**config.mk**
```make
export PLATFORM = sky130hd
export DESIGN_NAME = adcos_top
export DESIGN_NICKNAME = d
export VERILOG_FILES = /design/src/adcos_pkg.sv /design/src/adcos_top.sv
export SDC_FILE = /design/constraint.sdc
export NUM_CORES = 1
export LEC_CHECK = 0
export ABC_AREA = 1
export BUFFER_PORTS_ARGS = -buffer_cell sky130_fd_sc_hd__buf_2
export CAP_MARGIN = 20
export CORE_MARGIN = 2
export CORE_UTILIZATION = 52
export CTS_CLUSTER_DIAMETER = 40
export DETAILED_ROUTE_END_ITERATION = 7
export PLACE_DENSITY = 0.81
export SYNTH_ARGS = -nofsm -noshare
export SYNTH_HDL_FRONTEND = slang
export SYNTH_SLANG_ARGS = --single-unit
```
**constraint.sdc**
```tcl
create_clock -name pclk -period 1.8 [get_ports pclk]
set_input_delay 0 -clock pclk [delete_from_list [all_inputs] [get_ports pclk]]
set_output_delay 0 -clock pclk [all_outputs]
set_load 0.02 [all_outputs]
```
**src/adcos_pkg.sv**
```systemverilog
// Contract
// - Take one sample per sampling clock rise
// - Ten 1.5-bit stages plus one comparator
// - Deskew stage codes, correct into 12 bits
// - Format select low: invert the MSB
// - Format select high: plain offset binary
// - Enable high: all outputs released except slew_limit, which stays driven; conversion continues
// - Enable low: all outputs driven again quickly
// - Slew select limits edges, not data
// - Flag high on all-zero or all-one word
// - Ready strobe is clock image aligned to data
// - Output word changes after clock falling edge
// - Strobe moves half cycle after data
// - Latency 5.5 sampling cycles to output
package adcos_pkg;
  // Pipeline shape
  localparam int STAGES = 11;
  localparam int RES_STAGES = 10;
  localparam int WORD_W = 12;
  localparam int CODE_W = 2 * RES_STAGES + 1;
  // Half-cycle ticks from sampling edge to output update
  localparam int LATENCY_HALF = 11;
  // Deskew depth of stage k is DESKEW_BASE - k ticks
  localparam int DESKEW_BASE = 10;
  // Largest legal 1.5-bit stage code
  localparam logic [1:0] CODE_MAX = 2'h2;
  // Register byte offsets
  localparam logic [3:0] OFF_STATUS = 4'h0;
  localparam logic [3:0] OFF_MASK = 4'h4;
  localparam logic [3:0] OFF_LAST = 4'h8;
  localparam logic [3:0] OFF_COUNT = 4'hC;
  // Status bit positions
  localparam int ST_RANGE = 0;
  localparam int ST_WORD = 1;
  localparam int ST_W = 2;
  // Reset values
  localparam logic [1:0] STATUS_RST = 2'h0;
  localparam logic [1:0] MASK_RST = 2'h0;
  localparam logic [31:0] COUNT_RST = 32'h0000_0000;
  localparam logic [WORD_W-1:0] WORD_RST = 12'h000;
endpackage

```
**src/adcos_top.sv**
```systemverilog
// The APB register port and the address map were left to the implementer.
`timescale 1ns/1ns
module adcos_top #(
  parameter int WORD_W = adcos_pkg::WORD_W
) (
  input wire logic pclk,
  input wire logic presetn,
  // APB slave
  input wire logic psel,
  input wire logic penable,
  input wire logic pwrite,
  input wire logic [31:0] paddr,
  input wire logic [31:0] pwdata,
  output logic [31:0] prdata,
  output logic pready,
  output logic pslverr,
  output logic irq,
  // Sampling clock pin and analog stage comparator codes
  input wire logic sample_clk,
  input wire logic [adcos_pkg::CODE_W-1:0] stage_codes,
  // Control pins
  input wire logic format_select_n,
  input wire logic output_enable_n,
  input wire logic slew_limit_select,
  // Output pins, each but slew_limit with its enable
  output logic [WORD_W-1:0] sample_word,
  output logic sample_word_oe,
  output logic out_of_range,
  output logic out_of_range_oe,
  output logic sample_valid_strobe,
  output logic sample_valid_strobe_oe,
  output logic slew_limit
);

  // Clamp an illegal stage code to the top of the redundant range
  function automatic logic [1:0] clamp_code(input logic [1:0] c);
    clamp_code = (c > adcos_pkg::CODE_MAX) ? adcos_pkg::CODE_MAX : c;
  endfunction

  // Redundant sum: each stage weighs twice the next, comparator is LSB
  function automatic logic [WORD_W-1:0] correct(
    input logic [2*adcos_pkg::RES_STAGES-1:0] res,
    input logic last
  );
    logic [WORD_W:0] acc;
    acc = {{WORD_W{1'b0}}, last};
    for (int k = 0; k < adcos_pkg::RES_STAGES; k++) begin
      acc = acc + ({{(WORD_W-1){1'b0}}, clamp_code(res[2*k +: 2])}
            << (adcos_pkg::RES_STAGES - k));
    end
    correct = acc[WORD_W-1:0];
  endfunction

  // Two-flop synchronisers for every pin input
  // The stage codes cross as a plain bus: the converter core holds them
  // steady for a half sample period, far longer than two flops need.
  logic sclk_m_q, sclk_s_q;
  logic oen_m_q, oen_s_q;
  logic fmt_m_q, fmt_s_q;
  logic slew_m_q, slew_s_q;
  logic [adcos_pkg::CODE_W-1:0] code_m_q, code_s_q;

  // Synchroniser chain; first flops feed only the second
  always_ff @(posedge pclk or negedge presetn) begin
    if (!presetn) begin
      sclk_m_q <= 1'b0;
      sclk_s_q <= 1'b0;
      oen_m_q <= 1'b1;
      oen_s_q <= 1'b1;
      fmt_m_q <= 1'b1;
      fmt_s_q <= 1'b1;
      slew_m_q <= 1'b0;
      slew_s_q <= 1'b0;
      code_m_q <= '0;
      code_s_q <= '0;
    end else begin
      sclk_m_q <= sample_clk;
      sclk_s_q <= sclk_m_q;
      oen_m_q <= output_enable_n;
      oen_s_q <= oen_m_q;
      fmt_m_q <= format_select_n;
      fmt_s_q <= fmt_m_q;
      slew_m_q <= slew_limit_select;
      slew_s_q <= slew_m_q;
      code_m_q <= stage_codes;
      code_s_q <= code_m_q;
    end
  end

  // Delayed clock copy doubles as the ready strobe
  logic strobe_q;
  wire rise_tick = sclk_s_q & ~strobe_q; // Sampling edge seen
  wire fall_tick = ~sclk_s_q & strobe_q; // Output edge seen
  wire half_tick = rise_tick | fall_tick;

  // Deskew delay lines, one per resolving stage, clocked on half ticks.
  // Stages work on alternating phases, so stage k of a sample lands
  // k half cycles after its sampling edge.
  logic [1:0] dly_q [adcos_pkg::RES_STAGES][adcos_pkg::DESKEW_BASE];
  logic [2*adcos_pkg::RES_STAGES-1:0] aligned;

  // Tap of stage k sits DESKEW_BASE-k ticks behind its input
  always_comb begin
    aligned = '0;
    for (int k = 0; k < adcos_pkg::RES_STAGES; k++) begin
      aligned[2*k +: 2] = dly_q[k][adcos_pkg::DESKEW_BASE-1-k];
    end
  end

  // Shift every line on each half tick
  always_ff @(posedge pclk or negedge presetn) begin
    if (!presetn) begin
      for (int k = 0; k < adcos_pkg::RES_STAGES; k++) begin
        for (int j = 0; j < adcos_pkg::DESKEW_BASE; j++) begin
          dly_q[k][j] <= 2'h0;
        end
      end
    end else if (half_tick) begin
      for (int k = 0; k < adcos_pkg::RES_STAGES; k++) begin
        dly_q[k][0] <= code_s_q[2*k +: 2];
        for (int j = 1; j < adcos_pkg::DESKEW_BASE; j++) begin
          dly_q[k][j] <= dly_q[k][j-1];
        end
      end
    end
  end

  // Comparator stage is the last, so it needs no delay
  wire last_bit = code_s_q[adcos_pkg::CODE_W-1];
  wire [WORD_W-1:0] corr_d = correct(aligned, last_bit);
  wire range_d = (&corr_d) | ~(|corr_d); // Full-scale

  // Corrected word, captured when a sampling edge completes it
  logic [WORD_W-1:0] corr_q;
  logic range_q;

  // One word per sampling clock rise
  always_ff @(posedge pclk or negedge presetn) begin
    if (!presetn) begin
      corr_q <= adcos_pkg::WORD_RST;
      range_q <= 1'b0;
    end else if (rise_tick) begin
      corr_q <= corr_d;
      range_q <= range_d; // Flag rides with its word
    end
  end

  // Output stage registers
  logic [WORD_W-1:0] word_q;
  logic oor_q;
  logic word_oe_q, oor_oe_q, strobe_oe_q;
  logic slew_q;
  // Coding: MSB inverted for two's complement
  wire fmt_msb = corr_q[WORD_W-1] ^ ~fmt_s_q;

  // Word and flag change together after the falling edge
  always_ff @(posedge pclk or negedge presetn) begin
    if (!presetn) begin
      word_q <= adcos_pkg::WORD_RST;
      oor_q <= 1'b0;
    end else if (fall_tick) begin
      word_q <= {fmt_msb, corr_q[WORD_W-2:0]};
      oor_q <= range_q;
    end
  end

  // Strobe is the clock image, half a cycle behind data
  always_ff @(posedge pclk or negedge presetn) begin
    if (!presetn) begin
      strobe_q <= 1'b0;
    end else begin
      strobe_q <= sclk_s_q;
    end
  end

  // Enables follow the pin; conversion above never stops
  always_ff @(posedge pclk or negedge presetn) begin
    if (!presetn) begin
      word_oe_q <= 1'b0;
      oor_oe_q <= 1'b0;
      strobe_oe_q <= 1'b0;
      slew_q <= 1'b0;
    end else begin
      word_oe_q <= ~oen_s_q;
      oor_oe_q <= ~oen_s_q;
      strobe_oe_q <= ~oen_s_q;
      slew_q <= slew_s_q; // Drive strength only
    end
  end

  // APB decode
  logic [adcos_pkg::ST_W-1:0] status_q, mask_q;
  logic [31:0] count_q;
  logic [31:0] prdata_q;
  logic pready_q, pslverr_q, irq_q;
  wire setup = psel & ~penable;
  wire access = psel & penable & pready_q;
  wire [3:0] off = paddr[3:0];
  wire hit_status = (off == adcos_pkg::OFF_STATUS);
  wire hit_mask = (off == adcos_pkg::OFF_MASK);
  wire hit_last = (off == adcos_pkg::OFF_LAST);
  wire hit_count = (off == adcos_pkg::OFF_COUNT);
  wire mapped = (paddr[31:4] == 28'h0000000) &
                (hit_status | hit_mask | hit_last | hit_count);
  wire wr_ok = access & pwrite & mapped;
  wire [31:0] rd_mux =
    hit_status ? {30'h0, status_q} :
    hit_mask ? {30'h0, mask_q} :
    hit_last ? {19'h0, oor_q, word_q} :
    hit_count ? count_q : 32'h0000_0000;

  // Events and sticky status; a new event beats a clear
  wire [adcos_pkg::ST_W-1:0] events = {fall_tick, fall_tick & range_q};
  wire [adcos_pkg::ST_W-1:0] clr =
    (wr_ok & hit_status) ? pwdata[adcos_pkg::ST_W-1:0] : 2'h0;
  wire [adcos_pkg::ST_W-1:0] status_d = (status_q & ~clr) | events;

  // Answer one cycle after setup; no wait states
  // Read data is taken at setup, so a read that meets a new event shows
  // the state before it; the event itself stays set for the next read.
  always_ff @(posedge pclk or negedge presetn) begin
    if (!presetn) begin
      pready_q <= 1'b0;
      pslverr_q <= 1'b0;
      prdata_q <= 32'h0000_0000;
    end else begin
      pready_q <= setup;
      pslverr_q <= setup & ~mapped;
      prdata_q <= (setup & ~pwrite & mapped) ? rd_mux : 32'h0000_0000;
    end
  end

  // Software registers, sample counter and interrupt level
  always_ff @(posedge pclk or negedge presetn) begin
    if (!presetn) begin
      status_q <= adcos_pkg::STATUS_RST;
      mask_q <= adcos_pkg::MASK_RST;
      count_q <= adcos_pkg::COUNT_RST;
      irq_q <= 1'b0;
    end else begin
      status_q <= status_d;
      if (wr_ok & hit_mask) begin
        mask_q <= pwdata[adcos_pkg::ST_W-1:0];
      end
      if (wr_ok & hit_count) begin
        count_q <= adcos_pkg::COUNT_RST;
      end else if (rise_tick) begin
        count_q <= count_q + 32'h0000_0001;
      end
      irq_q <= |(status_d & mask_q);
    end
  end

  // Ports straight from flops
  assign prdata = prdata_q;
  assign pready = pready_q;
  assign pslverr = pslverr_q;
  assign irq = irq_q;
  assign sample_word = word_q;
  assign sample_word_oe = word_oe_q;
  assign out_of_range = oor_q;
  assign out_of_range_oe = oor_oe_q;
  assign sample_valid_strobe = strobe_q;
  assign sample_valid_strobe_oe = strobe_oe_q;
  assign slew_limit = slew_q;

  // Checks beside the logic. Several restate local timing on purpose:
  // they pin down the phase relations that the output pins promise.

  a_word_format: assert property (
    @(posedge pclk) disable iff (!presetn)
    $past(fall_tick) |-> word_q == {$past(corr_q[WORD_W-1]) ^
      ~$past(fmt_s_q), $past(corr_q[WORD_W-2:0])})
    else $error("Output word coding wrong");

  // Flag judged against the raw word that the pins carry
  a_range_flag: assert property (
    @(posedge pclk) disable iff (!presetn)
    $past(fall_tick) |-> oor_q == (
      (&{word_q[WORD_W-1] ^ ~$past(fmt_s_q), word_q[WORD_W-2:0]}) |
      ~(|{word_q[WORD_W-1] ^ ~$past(fmt_s_q), word_q[WORD_W-2:0]})))
    else $error("Range flag disagrees with word");

  a_flag_with_word: assert property (
    @(posedge pclk) disable iff (!presetn)
    $changed(oor_q) |-> $past(fall_tick))
    else $error("Flag moved off the word update");

  a_word_at_fall: assert property (
    @(posedge pclk) disable iff (!presetn)
    $changed(word_q) |-> $past(fall_tick) && !strobe_q)
    else $error("Word changed outside falling edge");

  // Word and flag stand still for as long as the strobe is high
  a_data_stands: assert property (
    @(posedge pclk) disable iff (!presetn)
    strobe_q |-> $stable(word_q) && $stable(oor_q))
    else $error("Data moved while strobe high");

  a_strobe_image: assert property (
    @(posedge pclk) disable iff (!presetn)
    strobe_q == $past(sclk_s_q))
    else $error("Strobe is not the clock image");

  a_oe_release: assert property (
    @(posedge pclk) disable iff (!presetn)
    oen_s_q |=> !word_oe_q && !oor_oe_q && !strobe_oe_q)
    else $error("Outputs driven while disabled");

  a_oe_drive: assert property (
    @(posedge pclk) disable iff (!presetn)
    !oen_s_q |=> word_oe_q && oor_oe_q && strobe_oe_q)
    else $error("Outputs not driven while enabled");

  a_slew_only: assert property (
    @(posedge pclk) disable iff (!presetn)
    $changed(slew_q) && !$past(fall_tick) |-> $stable(word_q))
    else $error("Slew change disturbed data");

  a_one_per_rise: assert property (
    @(posedge pclk) disable iff (!presetn)
    rise_tick |=> !rise_tick)
    else $error("Two sampling edges back to back");

  // Sample counter steps once per sampling edge unless software clears it
  a_count_step: assert property (
    @(posedge pclk) disable iff (!presetn)
    rise_tick && !(wr_ok && hit_count) |=>
      count_q == $past(count_q) + 32'h0000_0001)
    else $error("Sample count missed an edge");

  // A word event is never lost to a clear in the same cycle
  a_event_wins: assert property (
    @(posedge pclk) disable iff (!presetn)
    fall_tick |=> status_q[adcos_pkg::ST_WORD])
    else $error("Word event lost");

  a_comp_direct: assert property (
    @(posedge pclk) disable iff (!presetn)
    $past(rise_tick) |-> corr_q[0] ==
      ($past(last_bit) ^ 1'b0))
    else $error("Comparator bit not in LSB");

endmodule

```
==> metrics.yaml <==
clockBufferDepth: 3
layout_min_cycle_time_ns: 2.09
synth.area.mux_share: 0.00532
post-route-cell-area_um2: 13700
worstSetupEndpointType: "register"
place_congestion: 0.872
failed_checks: "negative setup slack"
cts_tree: "built"
ys_ff_latch: 260
drc: 0
fin_cells: 1605
htree_levels: 2
placed_area_um2: 11700
startpoint_type: "register"
clk_pin_slew_ns: 0.06
drive_above_1_share: 0.276
insertion_delay_ns: 0.51
grt_overflow: 0
rsz0062_at_grt: "yes"
post-route-period-util: 1.16
die_h_um: 147
tightestPinTransition_ns: 0.550
io_pins: 147
slew_headroom: 0.633
clockRootBuffer: "clkbuf_16"
synthFlopType: "dfrtp_1"
fp.coreArea_um2: 20100
clock.fmax_ghz: 0.479
portBuffers: 116
grt_max_degree: 80
syn_to_final_growth_pct: 29.3
wl_per_cell_um: 13.6
hold_viol_final: 0
yosysSeqAreaShare: 0.615
tns_ns: -0.289
synthCells: 1103
synthTopCellsByArea: "dfrtp_1 61%, nand2_1 7.6%, inv_1 4.7%, nor2_1 4.3%, o21ai_0 3.7%"
ir_worst_vdd_mv: 0.915
maxCapViolations: 0
synth-simple-area-share: 0.198
setup_violations: 1
power_mw: 18.1
synth_top_cell_area_share: 0.605
synth_fa_ha_area_frac: 0.0161
antenna_left: 0
synth_top_area_cell: "dfrtp_1"
vias: 7988
die_x_um: 147
setup_slack_ns: -0.289
grt_pass1_wl_um: 35600
arrival_ns: 2.53
synthArstFlopShare: 1.00
drt_pass1_iterations: 5
syn_avg_cell_area_um2: 9.60
worst_hold_slack_ns: 0.0271
synth.distinct_cells: 46
grt_pass1_vias: 7812
via_per_inst: 4.98
fillCellCount: 1444
antenna_found_initial: 0
synth.most_common_cell: "dfrtp_1"
final_nets: 1415
cts_inserted_buffers: 35
yosysWarningCount: 0
synthTopCellsByCount: "256 x dfrtp_1, 214 x nand2_1, 133 x inv_1, 120 x nor2_1, 78 x o21ai_0"
die_area_um2: 21500
path_max_fanout: 3
hold_class: "in -> reg"
hpwl_um: 14000
required_ns: 2.24
first_iter_violations: 419
synth_nets: 1210
synth_compound_area_frac: 0.0933
final_max_slew_viol_count: 0
rows: 52
grt_usage: 0.201
start_util: 0.527
path_class: "reg -> reg"
final.setup_skew_ns: 0.0185
p_leak_nw: 6.69
synth_xor_area_frac: 0.00414
cts.sinks: 260
synth_edf_count: 0
wirelength_um: 21900
status: "complete, but fails checks"
place_inst: 1492
synth_top_family_by_area: "simple AND/OR/NAND/NOR gates"
syn_area_um2: 10600
diodes: 0
p_per_area_nw_per_um2: 1320
layout by cell type, fill, tap and decap left out, drive strengths merged, types with 14 or more instances in the layout:
cell type	Yosys	routed
dfrtp	256	256
nand2	219	219
buf	13	178
inv	139	147
nor2	132	132
a21oi	86	86
o21ai	84	84
clkbuf	34	43
nand3	38	38
dlygate4sd3	0	37
nor3	36	36
nand4	14	14
report_power, final:
group,switching [mW],internal [mW],total (mW)
registers,0.558,6.78,7.34
clock network,2.60,4.37,6.97
logic,2.15,1.64,3.79
cells by family after synthesis:
group                    count (synthesis)
AO/OA/AOI/OAI                          182
AND/OR/NAND/NOR                        451
XOR/XNOR                                 5
adder cells (fa/ha/maj)                 13
multiplexers                             5
buffers and inverters                  187
flip-flops                             260
final timing paths:
check                             from           to  slack (ns)  cells past startpoint
min                           paddr[6]  status_q[0]        0.03                      7
min in group asynchronous      presetn    prdata[8]        0.06                      2
max in group asynchronous      presetn   dly_q[183]        0.99                      3
max                        aligned[16]      range_q       -0.29                     16
max reg2reg                aligned[16]      range_q       -0.29                     16
min reg2reg                   sclk_m_q     sclk_s_q        0.34                      0
per-stage QoR:
step / setup slack (ns) / utilization
floorplan: -0.144 / -
global placement: -0.204 / 0.584
detailed placement: -0.276 / 0.584
CTS: -0.284 / 0.663
global route: -0.451 / 0.681
finish: -0.289 / 0.681
area by class of cell:
class / count / area [µm²] / area share
well taps: 270 / 338 / 0.0247
flip-flops and latches: 260 / 6520 / 0.476
clock inverters: 21 / 239 / 0.0175
clock buffers: 43 / 977 / 0.0714
multi-input cells: 656 / 3620 / 0.264
inverters: 140 / 526 / 0.0384
repair buffers: 215 / 1470 / 0.108
flip-flops by register name, summed over array words and instances (netlist names), 2 cells and up:
register     count
dly_q           90
count_q         32
prdata          32
code_m_q        21
code_s_q        21
aligned         20
corr_q          12
sample_word     12
mask_q           2
status_q         2
per-layer routing:
| layer | routed length [µm] | vias to the layer above | GRT usage |
|---|---|---|---|
| met1 | 9230 | 3796 | 0.248 |
| met5 | 0 | - | 0 |
| li1 | - | 3934 | - |
| met3 | 967 | 43 | 0.0338 |
| met4 | 526 | 0 | 0.0811 |
| met2 | 11200 | 215 | 0.355 |
critical path, cell delays in order, from the launching register on:
cell     delay, ns
dfrtp_1       0.39
inv_1         0.06
nor2_1        0.04
ha_2          0.18
fa_2          0.56
inv_2         0.03
nor2_1        0.09
nand2_1       0.05
nor2_1        0.08
nand3_1       0.07
nor2_1        0.10
nand2_1       0.06
nor2_1        0.09
nand3_1       0.07
nand2_1       0.06
nand2_1       0.04
nand2_1       0.05
timing repair:
item                                   in CTS  in global routing
buffers inserted                            0                 13
pin swaps                                   1                 19
endpoints found under the hold margin     300                  0
hold buffers                               37                  0
setup endpoints to repair                   5                 25
resized for setup                           1                 68
cloned                                      0                  0
(Power assumes the default switching activity.)
